[src/core/deepc_pkg.sv]
// Package: constants and types for the data EEPROM program/erase controller
// How it works
// - Array occupies program addresses 7FFE00h through 7FFFFFh.
// - Array holds 256 words.
// - Words are 16 bits, each individually readable and writable.
// - Processor keeps running during erase or write; a cycle never stalls the bus.
// - Unlock only by writing 55h then AAh to the key register.
// - After unlock, one following cycle accepts a control write.
// - Key register is write-only, used only for protection.
// - Bit 15 starts a cycle; software sets only; hardware clears.
// - Bit 14 permits operations; device clears it on completion.
// - Bit 13 set when external or watchdog reset aborts a cycle.
// - Bit 12 clear means erase target before writing.
// - Bit 6 selects erase when set, write when clear.
// - Erase codes 011010, 011001, 011000 erase eight, four, one words.
// - Erase code 0100xx erases the whole array.
// - Write code 0001xx programs one word from the latch.
// - Control bits 11 to 7 always read zero.
// - Target address comes from the last table write that falls inside the array.
// - Target address least significant bit is always zero.
// - Unassigned operation codes change no word; the cycle ends at once, clearing permit and raising the flag.
// - Completion raises the completion interrupt flag.
package deepc_pkg;

	// ==========================================================
	// Register map (word offsets times four)
	localparam logic [3:0]  ADDR_CONTROL    = 4'h0;
	localparam logic [3:0]  ADDR_KEY        = 4'h4;
	localparam logic [3:0]  ADDR_STATUS     = 4'h8;
	localparam logic [3:0]  ADDR_ARRAY_DATA = 4'hc;

	// ==========================================================
	// Control fields
	localparam int          BIT_START    = 15;
	localparam int          BIT_PERMIT   = 14;
	localparam int          BIT_ABORT    = 13;
	localparam int          BIT_SKIP     = 12;
	localparam int          BIT_ERASE    = 6;
	localparam logic [15:0] CONTROL_RESET = 16'h0000;
	localparam logic [15:0] CONTROL_WMASK = 16'h707f;

	// ==========================================================
	// Keys and operation codes
	localparam logic [7:0]  KEY_FIRST  = 8'h55;
	localparam logic [7:0]  KEY_SECOND = 8'haa;
	localparam logic [5:0]  OP_ERASE8  = 6'h1a;
	localparam logic [5:0]  OP_ERASE4  = 6'h19;
	localparam logic [5:0]  OP_ERASE1  = 6'h18;
	localparam logic [3:0]  OP_BULK    = 4'h4;
	localparam logic [3:0]  OP_WRITE   = 4'h1;

	// ==========================================================
	// Array geometry
	localparam int          WORDS      = 256;
	localparam logic [23:0] ARRAY_BASE = 24'h7ffe00;
	localparam logic [23:0] ARRAY_TOP  = 24'h7fffff;

	// ==========================================================
	// Timing: cell program time, as a parameterised count
	localparam int          CLK_MHZ       = 50;
	localparam int          CELL_TIME_US  = 4;
	localparam int          CELL_CYCLES   = CELL_TIME_US * CLK_MHZ;

	typedef enum logic [3:0]
	{
		DEEPC_IDLE  = 4'b0001,
		DEEPC_ERASE = 4'b0010,
		DEEPC_WRITE = 4'b0100,
		DEEPC_DONE  = 4'b1000
	} deepc_state_t;

	typedef struct packed
	{
		logic        start;
		logic        permit;
		logic        abort;
		logic        skip;
		logic        erase;
		logic [5:0]  opcode;
	} deepc_ctrl_t;

	typedef struct packed
	{
		logic [23:0] addr;
		logic [15:0] data;
		logic        valid;
	} deepc_tblwt_t;

	function automatic logic [15:0] deepc_ctrl_word(input deepc_ctrl_t c);
		deepc_ctrl_word = {c.start, c.permit, c.abort, c.skip, 5'h00, c.erase, c.opcode};
	endfunction

	function automatic logic in_array(input logic [23:0] a);
		in_array = (a >= ARRAY_BASE) && (a <= ARRAY_TOP);
	endfunction

endpackage

[src/core/deepc_cell_timer.sv]
// Cell program/erase timer for the data EEPROM controller
`timescale 1ns/1ns
`default_nettype none
module deepc_cell_timer
	import deepc_pkg::*;
#(
	parameter int CYCLES = CELL_CYCLES
)
(
	input  wire logic core_clk,
	input  wire logic reset_n,
	input  wire logic kick,
	output logic      expired
);
	logic [15:0] count_reg;
	logic [15:0] count_next;

	always_comb
	begin
		count_next = count_reg;
		if (kick)
			count_next = 16'(CYCLES);
		else if (count_reg != 16'h0000)
			count_next = count_reg - 16'h0001;
	end

	assign expired = (count_reg == 16'h0001);

	always_ff @(posedge core_clk or negedge reset_n)
	begin
		if (!reset_n)
			count_reg <= 16'h0000;
		else
			count_reg <= count_next;
	end
endmodule
`default_nettype wire

[src/core/deepc_top.sv]
// Data EEPROM program/erase controller with Avalon-MM register slave
//
// The Avalon-MM interface to the registers and the register offsets are this design's own decisions.
`timescale 1ns/1ns
`default_nettype none
module deepc_top
	import deepc_pkg::*;
#(
	parameter int CELL_CYC = CELL_CYCLES
)
(
	input  wire logic        core_clk,
	input  wire logic        reset_n,
	input  wire logic [3:0]  avs_address,
	input  wire logic        avs_read,
	input  wire logic        avs_write,
	input  wire logic [31:0] avs_writedata,
	input  wire logic [3:0]  avs_byteenable,
	output logic [31:0]      avs_readdata,
	output logic             avs_waitrequest,
	input  wire logic        tblwt_valid,
	input  wire logic [23:0] tblwt_addr,
	input  wire logic [15:0] tblwt_data,
	input  wire logic [23:0] tblrd_addr,
	output logic [15:0]      tblrd_data,
	input  wire logic        external_reset_pin,
	input  wire logic        watchdog_reset,
	output logic             completion_interrupt_flag,
	output logic             busy
);
	// ==========================================================
	// State
	typedef struct packed
	{
		deepc_ctrl_t  ctrl;
		deepc_state_t state;
		logic         key_first;
		logic         window;
		logic         done_pulse;
		logic         rd_ack;
		logic [31:0]  rdata;
		logic [23:0]  target;
		logic [15:0]  latch;
		logic [7:0]   index;
		logic [8:0]   remaining;
		logic         then_write;
		logic [15:0]  rd_word;
	} deepc_st_t;

	deepc_st_t   s_reg;
	deepc_st_t   s_next;
	logic [15:0] array_reg [WORDS];
	logic        cell_kick;
	logic        cell_expired;
	logic        wr_access;
	logic        rd_access;
	logic        lanes_low;
	logic [15:0] ctrl_word;
	logic [15:0] wdat;
	logic        mem_we;
	logic [15:0] mem_wdata;
	logic        sys_reset;

	deepc_cell_timer #(
		.CYCLES (CELL_CYC)
	) u_timer (
		.core_clk (core_clk),
		.reset_n  (reset_n),
		.kick     (cell_kick),
		.expired  (cell_expired)
	);

	// No stall: writes answer at once, reads one cycle later
	assign avs_waitrequest = avs_read && !s_reg.rd_ack;
	assign wr_access = avs_write;
	assign rd_access = avs_read && !s_reg.rd_ack;
	assign lanes_low = avs_byteenable[0] && avs_byteenable[1];
	assign wdat = avs_writedata[15:0];
	assign ctrl_word = deepc_ctrl_word(s_reg.ctrl);
	assign avs_readdata = s_reg.rdata;
	assign tblrd_data = s_reg.rd_word;
	assign completion_interrupt_flag = s_reg.done_pulse;
	assign busy = s_reg.ctrl.start;
	assign sys_reset = external_reset_pin || watchdog_reset;

	// ==========================================================
	// Next state
	always_comb
	begin
		logic start_ok;
		logic [5:0] op;
		start_ok = 1'b0;
		op = s_reg.ctrl.opcode;
		s_next = s_reg;
		s_next.done_pulse = 1'b0;
		s_next.rd_ack = rd_access;
		cell_kick = 1'b0;
		mem_we = 1'b0;
		mem_wdata = 16'hffff;

		// Window lasts exactly the cycle after the second key
		s_next.window = 1'b0;

		// Table write captures address and data, LSb forced even
		if (tblwt_valid && in_array(tblwt_addr))
		begin
			s_next.target = {tblwt_addr[23:1], 1'b0};
			s_next.latch = tblwt_data;
		end

		// Array reads on word index
		s_next.rd_word = array_reg[tblrd_addr[8:1]];

		if (wr_access && lanes_low)
		begin
			unique case (avs_address)
				ADDR_KEY:
				begin
					if (wdat[7:0] == KEY_FIRST)
						s_next.key_first = 1'b1;
					else if (s_reg.key_first && wdat[7:0] == KEY_SECOND)
					begin
						s_next.key_first = 1'b0;
						s_next.window = 1'b1;
					end
					else
						s_next.key_first = 1'b0;
				end
				ADDR_CONTROL:
				begin
					if (!s_reg.ctrl.start)
					begin
						s_next.ctrl.permit = wdat[BIT_PERMIT];
						s_next.ctrl.abort = wdat[BIT_ABORT];
						s_next.ctrl.skip = wdat[BIT_SKIP];
						s_next.ctrl.erase = wdat[BIT_ERASE];
						s_next.ctrl.opcode = wdat[5:0];
						// Start needs the window and an already-set permit
						start_ok = wdat[BIT_START] && wdat[BIT_PERMIT]
							&& s_reg.window && s_reg.ctrl.permit;
					end
					s_next.key_first = 1'b0;
				end
				default:
					s_next.key_first = 1'b0;
			endcase
		end

		if (rd_access)
		begin
			unique case (avs_address)
				ADDR_CONTROL:    s_next.rdata = {16'h0000, ctrl_word};
				ADDR_STATUS:     s_next.rdata = {28'h0000000, s_reg.state};
				ADDR_ARRAY_DATA: s_next.rdata = {16'h0000, s_reg.latch};
				default:         s_next.rdata = 32'h00000000;
			endcase
		end

		// Launch
		if (start_ok)
		begin
			op = wdat[5:0];
			s_next.ctrl.start = 1'b1;
			s_next.ctrl.abort = 1'b0;
			s_next.then_write = 1'b0;
			if (wdat[BIT_ERASE])
			begin
				if (op[5:2] == OP_BULK)
				begin
					s_next.index = 8'h00;
					s_next.remaining = 9'(WORDS);
				end
				else if (op == OP_ERASE8)
				begin
					s_next.index = s_reg.target[8:1];
					s_next.remaining = 9'd8;
				end
				else if (op == OP_ERASE4)
				begin
					s_next.index = s_reg.target[8:1];
					s_next.remaining = 9'd4;
				end
				else if (op == OP_ERASE1)
				begin
					s_next.index = s_reg.target[8:1];
					s_next.remaining = 9'd1;
				end
				else
					s_next.remaining = 9'd0;
				s_next.state = (s_next.remaining != 9'd0) ? DEEPC_ERASE : DEEPC_DONE;
			end
			else if (op[5:2] == OP_WRITE)
			begin
				s_next.index = s_reg.target[8:1];
				s_next.remaining = 9'd1;
				s_next.then_write = 1'b1;
				s_next.state = wdat[BIT_SKIP] ? DEEPC_WRITE : DEEPC_ERASE;
			end
			else
				s_next.state = DEEPC_DONE;
			cell_kick = (s_next.state != DEEPC_DONE);
		end

		// Self-timed sequencer; runs in background
		unique case (s_reg.state)
			DEEPC_IDLE: ;
			DEEPC_ERASE:
			begin
				if (cell_expired)
				begin
					mem_we = 1'b1;
					mem_wdata = 16'hffff;
					if (s_reg.then_write)
					begin
						s_next.state = DEEPC_WRITE;
						cell_kick = 1'b1;
					end
					else if (s_reg.remaining == 9'd1)
						s_next.state = DEEPC_DONE;
					else
					begin
						s_next.index = s_reg.index + 8'h01;
						s_next.remaining = s_reg.remaining - 9'd1;
						cell_kick = 1'b1;
					end
				end
			end
			DEEPC_WRITE:
			begin
				if (cell_expired)
				begin
					mem_we = 1'b1;
					mem_wdata = s_reg.latch;
					s_next.state = DEEPC_DONE;
				end
			end
			DEEPC_DONE:
			begin
				s_next.ctrl.start = 1'b0;
				s_next.ctrl.permit = 1'b0;
				s_next.done_pulse = 1'b1;
				s_next.state = DEEPC_IDLE;
			end
			default:
				s_next.state = DEEPC_IDLE;
		endcase

		// External or watchdog reset cuts a cycle short
		if (sys_reset)
		begin
			if (s_reg.ctrl.start)
				s_next.ctrl.abort = 1'b1;
			s_next.ctrl.start = 1'b0;
			s_next.ctrl.permit = 1'b0;
			s_next.state = DEEPC_IDLE;
			s_next.window = 1'b0;
			s_next.key_first = 1'b0;
			mem_we = 1'b0;
		end
	end

	// ==========================================================
	// Registers
	always_ff @(posedge core_clk or negedge reset_n)
	begin
		if (!reset_n)
		begin
			s_reg <= '0;
			s_reg.state <= DEEPC_IDLE;
			s_reg.ctrl <= deepc_ctrl_t'(11'h000);
		end
		else
			s_reg <= s_next;
	end

	// Array storage, no reset: contents are nonvolatile
	always_ff @(posedge core_clk)
	begin
		if (mem_we)
			array_reg[s_reg.index] <= mem_wdata;
	end
endmodule
`default_nettype wire

[config.mk]
export PLATFORM = sky130hd
export DESIGN_NAME = deepc_top
export DESIGN_NICKNAME = d
export VERILOG_FILES = /design/src/core/deepc_pkg.sv /design/src/core/deepc_cell_timer.sv /design/src/core/deepc_top.sv
export SDC_FILE = /design/constraint.sdc
export NUM_CORES = 2
export LEC_CHECK = 0
export ABC_AREA = 1
export BUFFER_PORTS_ARGS = -buffer_cell sky130_fd_sc_hd__buf_2
export CAP_MARGIN = 20
export CORE_AREA = 2 2 672 674
export DETAILED_ROUTE_END_ITERATION = 7
export DIE_AREA = 0 0 674 676
export PLACE_DENSITY = 0.54
export SETUP_SLACK_MARGIN = 0.02
export SKIP_LAST_GASP = 1
export SYNTH_ARGS = -nofsm -noshare
export SYNTH_HDL_FRONTEND = slang
export SYNTH_SLANG_ARGS = --single-unit
[constraint.sdc]
create_clock -name core_clk -period 6.1 [get_ports core_clk]
set_input_delay 0.915 -clock core_clk [delete_from_list [all_inputs] [get_ports core_clk]]
set_output_delay 0.915 -clock core_clk [all_outputs]
set_load 0.01 [all_outputs]
-- Word level (Yosys, flattened, before mapping)
Memories as Yosys holds them, arrays and structs flattened. A register that Yosys moved wholly into a read port is not among the register bits.
Cells that the tools add are included.
- register bits after elaboration: 109
- memories kept: 1
- logic and storage cells: 126
- output and inout port bits: 51
- RAM bits: 4096
- latch bits: 0
- memory bits (read-only): 0
- memories (name ; depth ; width ; read ports ; clocked after Yosys merged registers in ; write ports ; line ; source):
    array_reg ; 256 ; 16 ; 1 ; 1 ; 1 ; deepc_top.sv:52 ; logic [15:0] array_reg [WORDS];
- reductions and logical operators: 23
- bitwise gates (word level): 1
- mux-type cells: 60
- $lt $le $gt $ge: 2
- eq/ne operators: 18
- shift-type cells: 0
- $mul: 0
- $add $sub $neg: 3
- div/mod/pow operators: 0
- operators by type and width (kind ; count):
    $mux W17 ; 10
    $mux W16 ; 4
    $pmux W16 S3 ; 1
    $mux W18 ; 2
    $mux W4 ; 9
    $mux W10 ; 3
    $ge A24 B23 Y1 const B ; 1
    $le A24 B23 Y1 const B ; 1
    $mux W1 ; 24
    $eq A6 B5 Y1 const B ; 3
    $eq A16 B1 Y1 const B ; 1
    $reduce_bool A16 Y1 ; 1
    $sub A16 B1 Y16 const B ; 1
    $eq A4 B3 Y1 const B ; 3
    $eq A4 B4 Y1 const B ; 3
    $pmux W4 S3 ; 1
    $eq A9 B1 Y1 const B ; 1
    $logic_and A1 B1 Y1 ; 9
    $reduce_bool A3 Y1 ; 3
    $reduce_bool A9 Y1 ; 1
    $sub A9 B1 Y9 const B ; 1
    $add A8 B1 Y8 const B ; 1
    $eq A4 B1 Y1 const B ; 2
    $eq A8 B7 Y1 const B ; 1
    other kinds (15) ; 20

-- Longest topological paths before layout
- depth in word-level cells: 18
- mapped depth: 15

-- Cells and area by module
From an unflattened synthesis, not the netlist that was laid out.
- cells, all modules: 14290
- area, all modules: 169731.5 µm²
- modules (own cells, without submodules) (module ; area each (µm²) ; instances ; seq. area each (µm²) ; cells each):
    deepc_top ; 168676.8 ; 1 ; 125326.4 ; 14140
    deepc_cell_timer ; 1054.8 ; 1 ; 400.4 ; 150

-- Least setup slack after synthesis
OpenSTA, ideal clock, no wires.
- path type: register -> register
- from: reg u_timer.count_reg[12]
- to: mem array_reg[0][12] (data pin)
- library setup time: 1.512 ns
- period minus slack after synthesis: 5.977 ns
- path buffers: 1
- path slack: 0.123 ns
- data arrival time: 4.465 ns
- required time: 4.588 ns
- stages on the path, launching flop included: 10
- path through: dfrtp_1 -> nor2_2 -> inv_1 -> nor3_2 -> nand2_1 -> inv_1 -> nand2_1 -> clkinv_1 -> clkbuf_1 -> nand3_1
- word-level cells in the longest chain between the ends: 3
- ends and longest elaborated chain (what ; line ; source):
    from (decl) ; deepc_cell_timer.sv:15 ; logic [15:0] count_reg;
    from (signal assigned) ; deepc_cell_timer.sv:34 ; count_reg <= count_next;
    $eq A16 B1 Y1 ; deepc_cell_timer.sv:27 ; assign expired = (count_reg == 16'h0001);
    $mux W16 ; deepc_top.sv:230 ; if (cell_expired)
    $mux W16 ; -- ;
    via mem_wdata[12] ; deepc_top.sv:61 ; logic [15:0] mem_wdata;
    to (decl) ; deepc_top.sv:52 ;
The timed path passes the listed nets, and every way through them passes these cells.

-- Worst setup path in the final report
- from: reg u_timer.count_reg[1]
- to: mem array_reg[23][14] (data pin)
Same word-level chain as after synthesis.

==> flow_summary.yaml <==
sta:
  max_freq_mhz: 234
  setup_viol: 0
  slew_viol_final: 0
  hold_violations: 0
  hold_slack_ns: 0.177
  fin_setup_tns_ns: 0
  grt_setup_unrepaired: "no"
  skew_ns: 0.0696
  fin_crit_ns: 4.28
  worst_pin_slew_ns: 1.21
  max-slew-margin-rel_pct: 19.5
  setup_slack_ns: 1.82
  min_period_over_period_pct: 70.2
clocking:
  cts_setup_buffers: 0
  cts-root-buf: "clkbuf_16"
  path_clk_slew_ns: 0.06
  htree_levels: 5
  cts_resized: 0
  numCtsBuffers: 441
  cts_tree: "done"
  clock-sinks: 4205
  hold_buffers: 1
  insertion_delay_ns: 1.00
  clockBufferDepth: 4
critical_path:
  slowest_delay_ns: 0.92
  crit_chain: "inv_1 > ha_1 > nand2_1 > nor2_1 > nand2_1 > clkinv_1 > nand3_4 > buf_4 > buf_4"
  startpoint_type: "register"
  path_max_fanout: 56
  worst_ep_required_time_ns: 6.76
  critPathKind: "register to register"
  arrival_ns: 4.94
  critPathSlowestCell: "nand3_4"
  end_kind: "register"
  r2r_start: "u_timer.count_reg[1]$_DFFE_PN0P_"
  crit_start: "u_timer.count_reg[1]$_DFFE_PN0P_"
finish:
  final_cells: 20700
  fin_area_mm2: 0.193
  nets: 14500
  layout-drive-gt1-share_pct: 9.23
  fillCellCount: 41100
  largest_reg_flops: 4096
  area_growth_pct: 14.0
  utilization_pct: 43.2
routing:
  drc: 0
  via_per_inst: 5.35
  num_vias: 111000
  wire_per_inst_um: 24.5
  drt-initial-drc-count: 11700
  drtPass1Iterations: 5
  ant_nets: 0
  routed_wl_um: 507000
power_and_ir_drop:
  power_mw: 61.3
  power_density_mw_per_mm2: 317
  ir_drop_uv: 248
  p_leak_nw: 60.5
logic_synthesis:
  syn_area_per_cell_um2: 11.9
  synth_edf_count: 4096
  synth.top_cell.area_share_pct: 72.5
  yosysTopAreaCell: "edfxtp_1"
  synth_top_cells_by_area: "edfxtp_1, nand3_1, nand2_1, dfrtp_1, clkbuf_1"
  synth-seq-area-share_pct: 74.1
  ys_warn_count: 0
  synth.distinct_cells: 48
  netlist_instances: 14300
  synthArstFlopShare_pct: 2.59
  ys.flop_type: "edfxtp_1"
  synth_seq_cells: 4205
  synth.cell_area_mm2: 0.170
grt:
  grt_pass1_vias: 103000
  grt_usage_pct: 21.8
  grt_pass1_wl_um: 734000
  grt_max_degree: 177
  overflow: 0
  antenna_found_initial: 18
floorplan:
  start_util_pct: 37.9
  die_w_um: 674
  ioPinCount: 162
  die-area_mm2: 0.456
  core_area_mm2: 0.448
  std_cell_rows: 246
  die_height_um: 676
placed_design:
  dpl_cell_area_mm2: 0.179
  hpwlAfterDp_um: 285000
  detailedPlace.worstSlack_ns: 1.71
  gp_congestion: 0.836
  port_buffers: 106
  dp.cells: 19900
outcome:
  status: "complete, no violations"
min_path:
  hold_path.class: "input port to register"
  hold_start: "tblwt_data[13]"
job:
  maxCapViolations: 0
## routing by layer
metal | GRT usage [%] | share of wire [%] | vias to the layer above
met1 | 30.2 | 43 | 55500
li1 | - | - | 50900
met2 | 35.0 | 47 | 3640
met4 | 7.77 | 3.9 | 0
met5 | 0 | 0 | -
met3 | 3.07 | 6.4 | 695
## layout make-up
type | count | area, um^2 | area share [%]
Multi-Input combinational cell | 8943 | 39700 | 20.5
Inverter | 122 | 505 | 0.261
Tap cell | 5952 | 7450 | 3.85
Clock inverter | 293 | 2850 | 1.47
Sequential cell | 4205 | 126000 | 65.0
Clock buffer | 519 | 11400 | 5.91
Antenna cell | 13 | 32.5 | 0.0168
Timing Repair Buffer | 658 | 5820 | 3.01
## logic make-up after synthesis
logic type      Yosys count  synth area share (%)
other cells               1               0.00221
buf+inv                1122                  2.83
fa+ha+maj                 8                0.0590
simple gates           8794                  22.6
xor+xnor                 10                0.0516
flops                  4205                  74.1
compound gates          115                 0.384
## report_power, final
group / switching [mW] / internal, mW / leakage [nW]
Clock: 11.4 / 15.3 / 6.97
Sequential: 0.0469 / 31.2 / 24.2
Combinational: 2.35 / 0.890 / 29.3
Total: 13.8 / 47.4 / 60.5
## Yosys cell counts, types with 2 or more instances
cell	instances
edfxtp_1	4096
a31oi_1	3
clkbuf_1	547
buf_6	13
nand3_2	2
nor3_1	26
xor2_1	9
nand2_1	4338
buf_2	247
ha_1	8
buf_4	48
inv_2	5
nor4_1	6
dfrtp_1	108
o221ai_1	3
nand4_1	7
a221oi_1	4
a21oi_1	27
o21ai_1	2
nand2_2	2
nor2_1	309
a32oi_1	2
nand3_1	4091
nor3_4	2
nand3_4	6
clkinv_1	2
buf_1	145
o22ai_1	3
o21ai_0	60
a211oi_1	2
inv_1	114
o31ai_1	2
## final timing paths
| path | endpoint | slack [ns] | cells past startpoint |
|---|---|---|---|
| setup / recovery | array_reg[23][14]$_DFFE_PP_ | 1.82 | 9 |
| hold / removal | s_reg[47]$_DFFE_PN0P_ | 0.18 | 3 |
| setup reg to reg | array_reg[23][14]$_DFFE_PP_ | 1.82 | 9 |
| hold reg to reg | avs_readdata[6]$_DFFE_PN0P_ | 0.47 | 2 |
| max in group asynchronous | tblrd_data[7]$_DFF_PN0_ | 4.27 | 3 |
| min in group asynchronous | s_reg[109]$_DFFE_PN0P_ | 0.50 | 2 |
## cells in the final DEF, fill, tap and decap left out, drive strengths merged, types with 3 or more instances in the layout
master / n
nand2: 4340
nand3: 4099
edfxtp: 4096
buf: 657
clkbuf: 519
nor2: 310
clkinv: 220
inv: 134
dfrtp: 108
o21ai: 62
bufinv: 46
nor3: 29
a21oi: 27
conb: 16
clkinvlp: 15
diode: 13
xor2: 9
ha: 8
nand4: 7
nor4: 6
a221oi: 4
a31oi: 3
o221ai: 3
o22ai: 3
## worst max-delay path: cells and delay by family (launching register included)
family / cells / cell delay, ns
adders and majority gates: 1 / 0.18
buffers and inverters: 4 / 2.01
DFF: 1 / 0.34
and+or+nand+nor: 4 / 1.24
(Power assumes the default switching activity.)
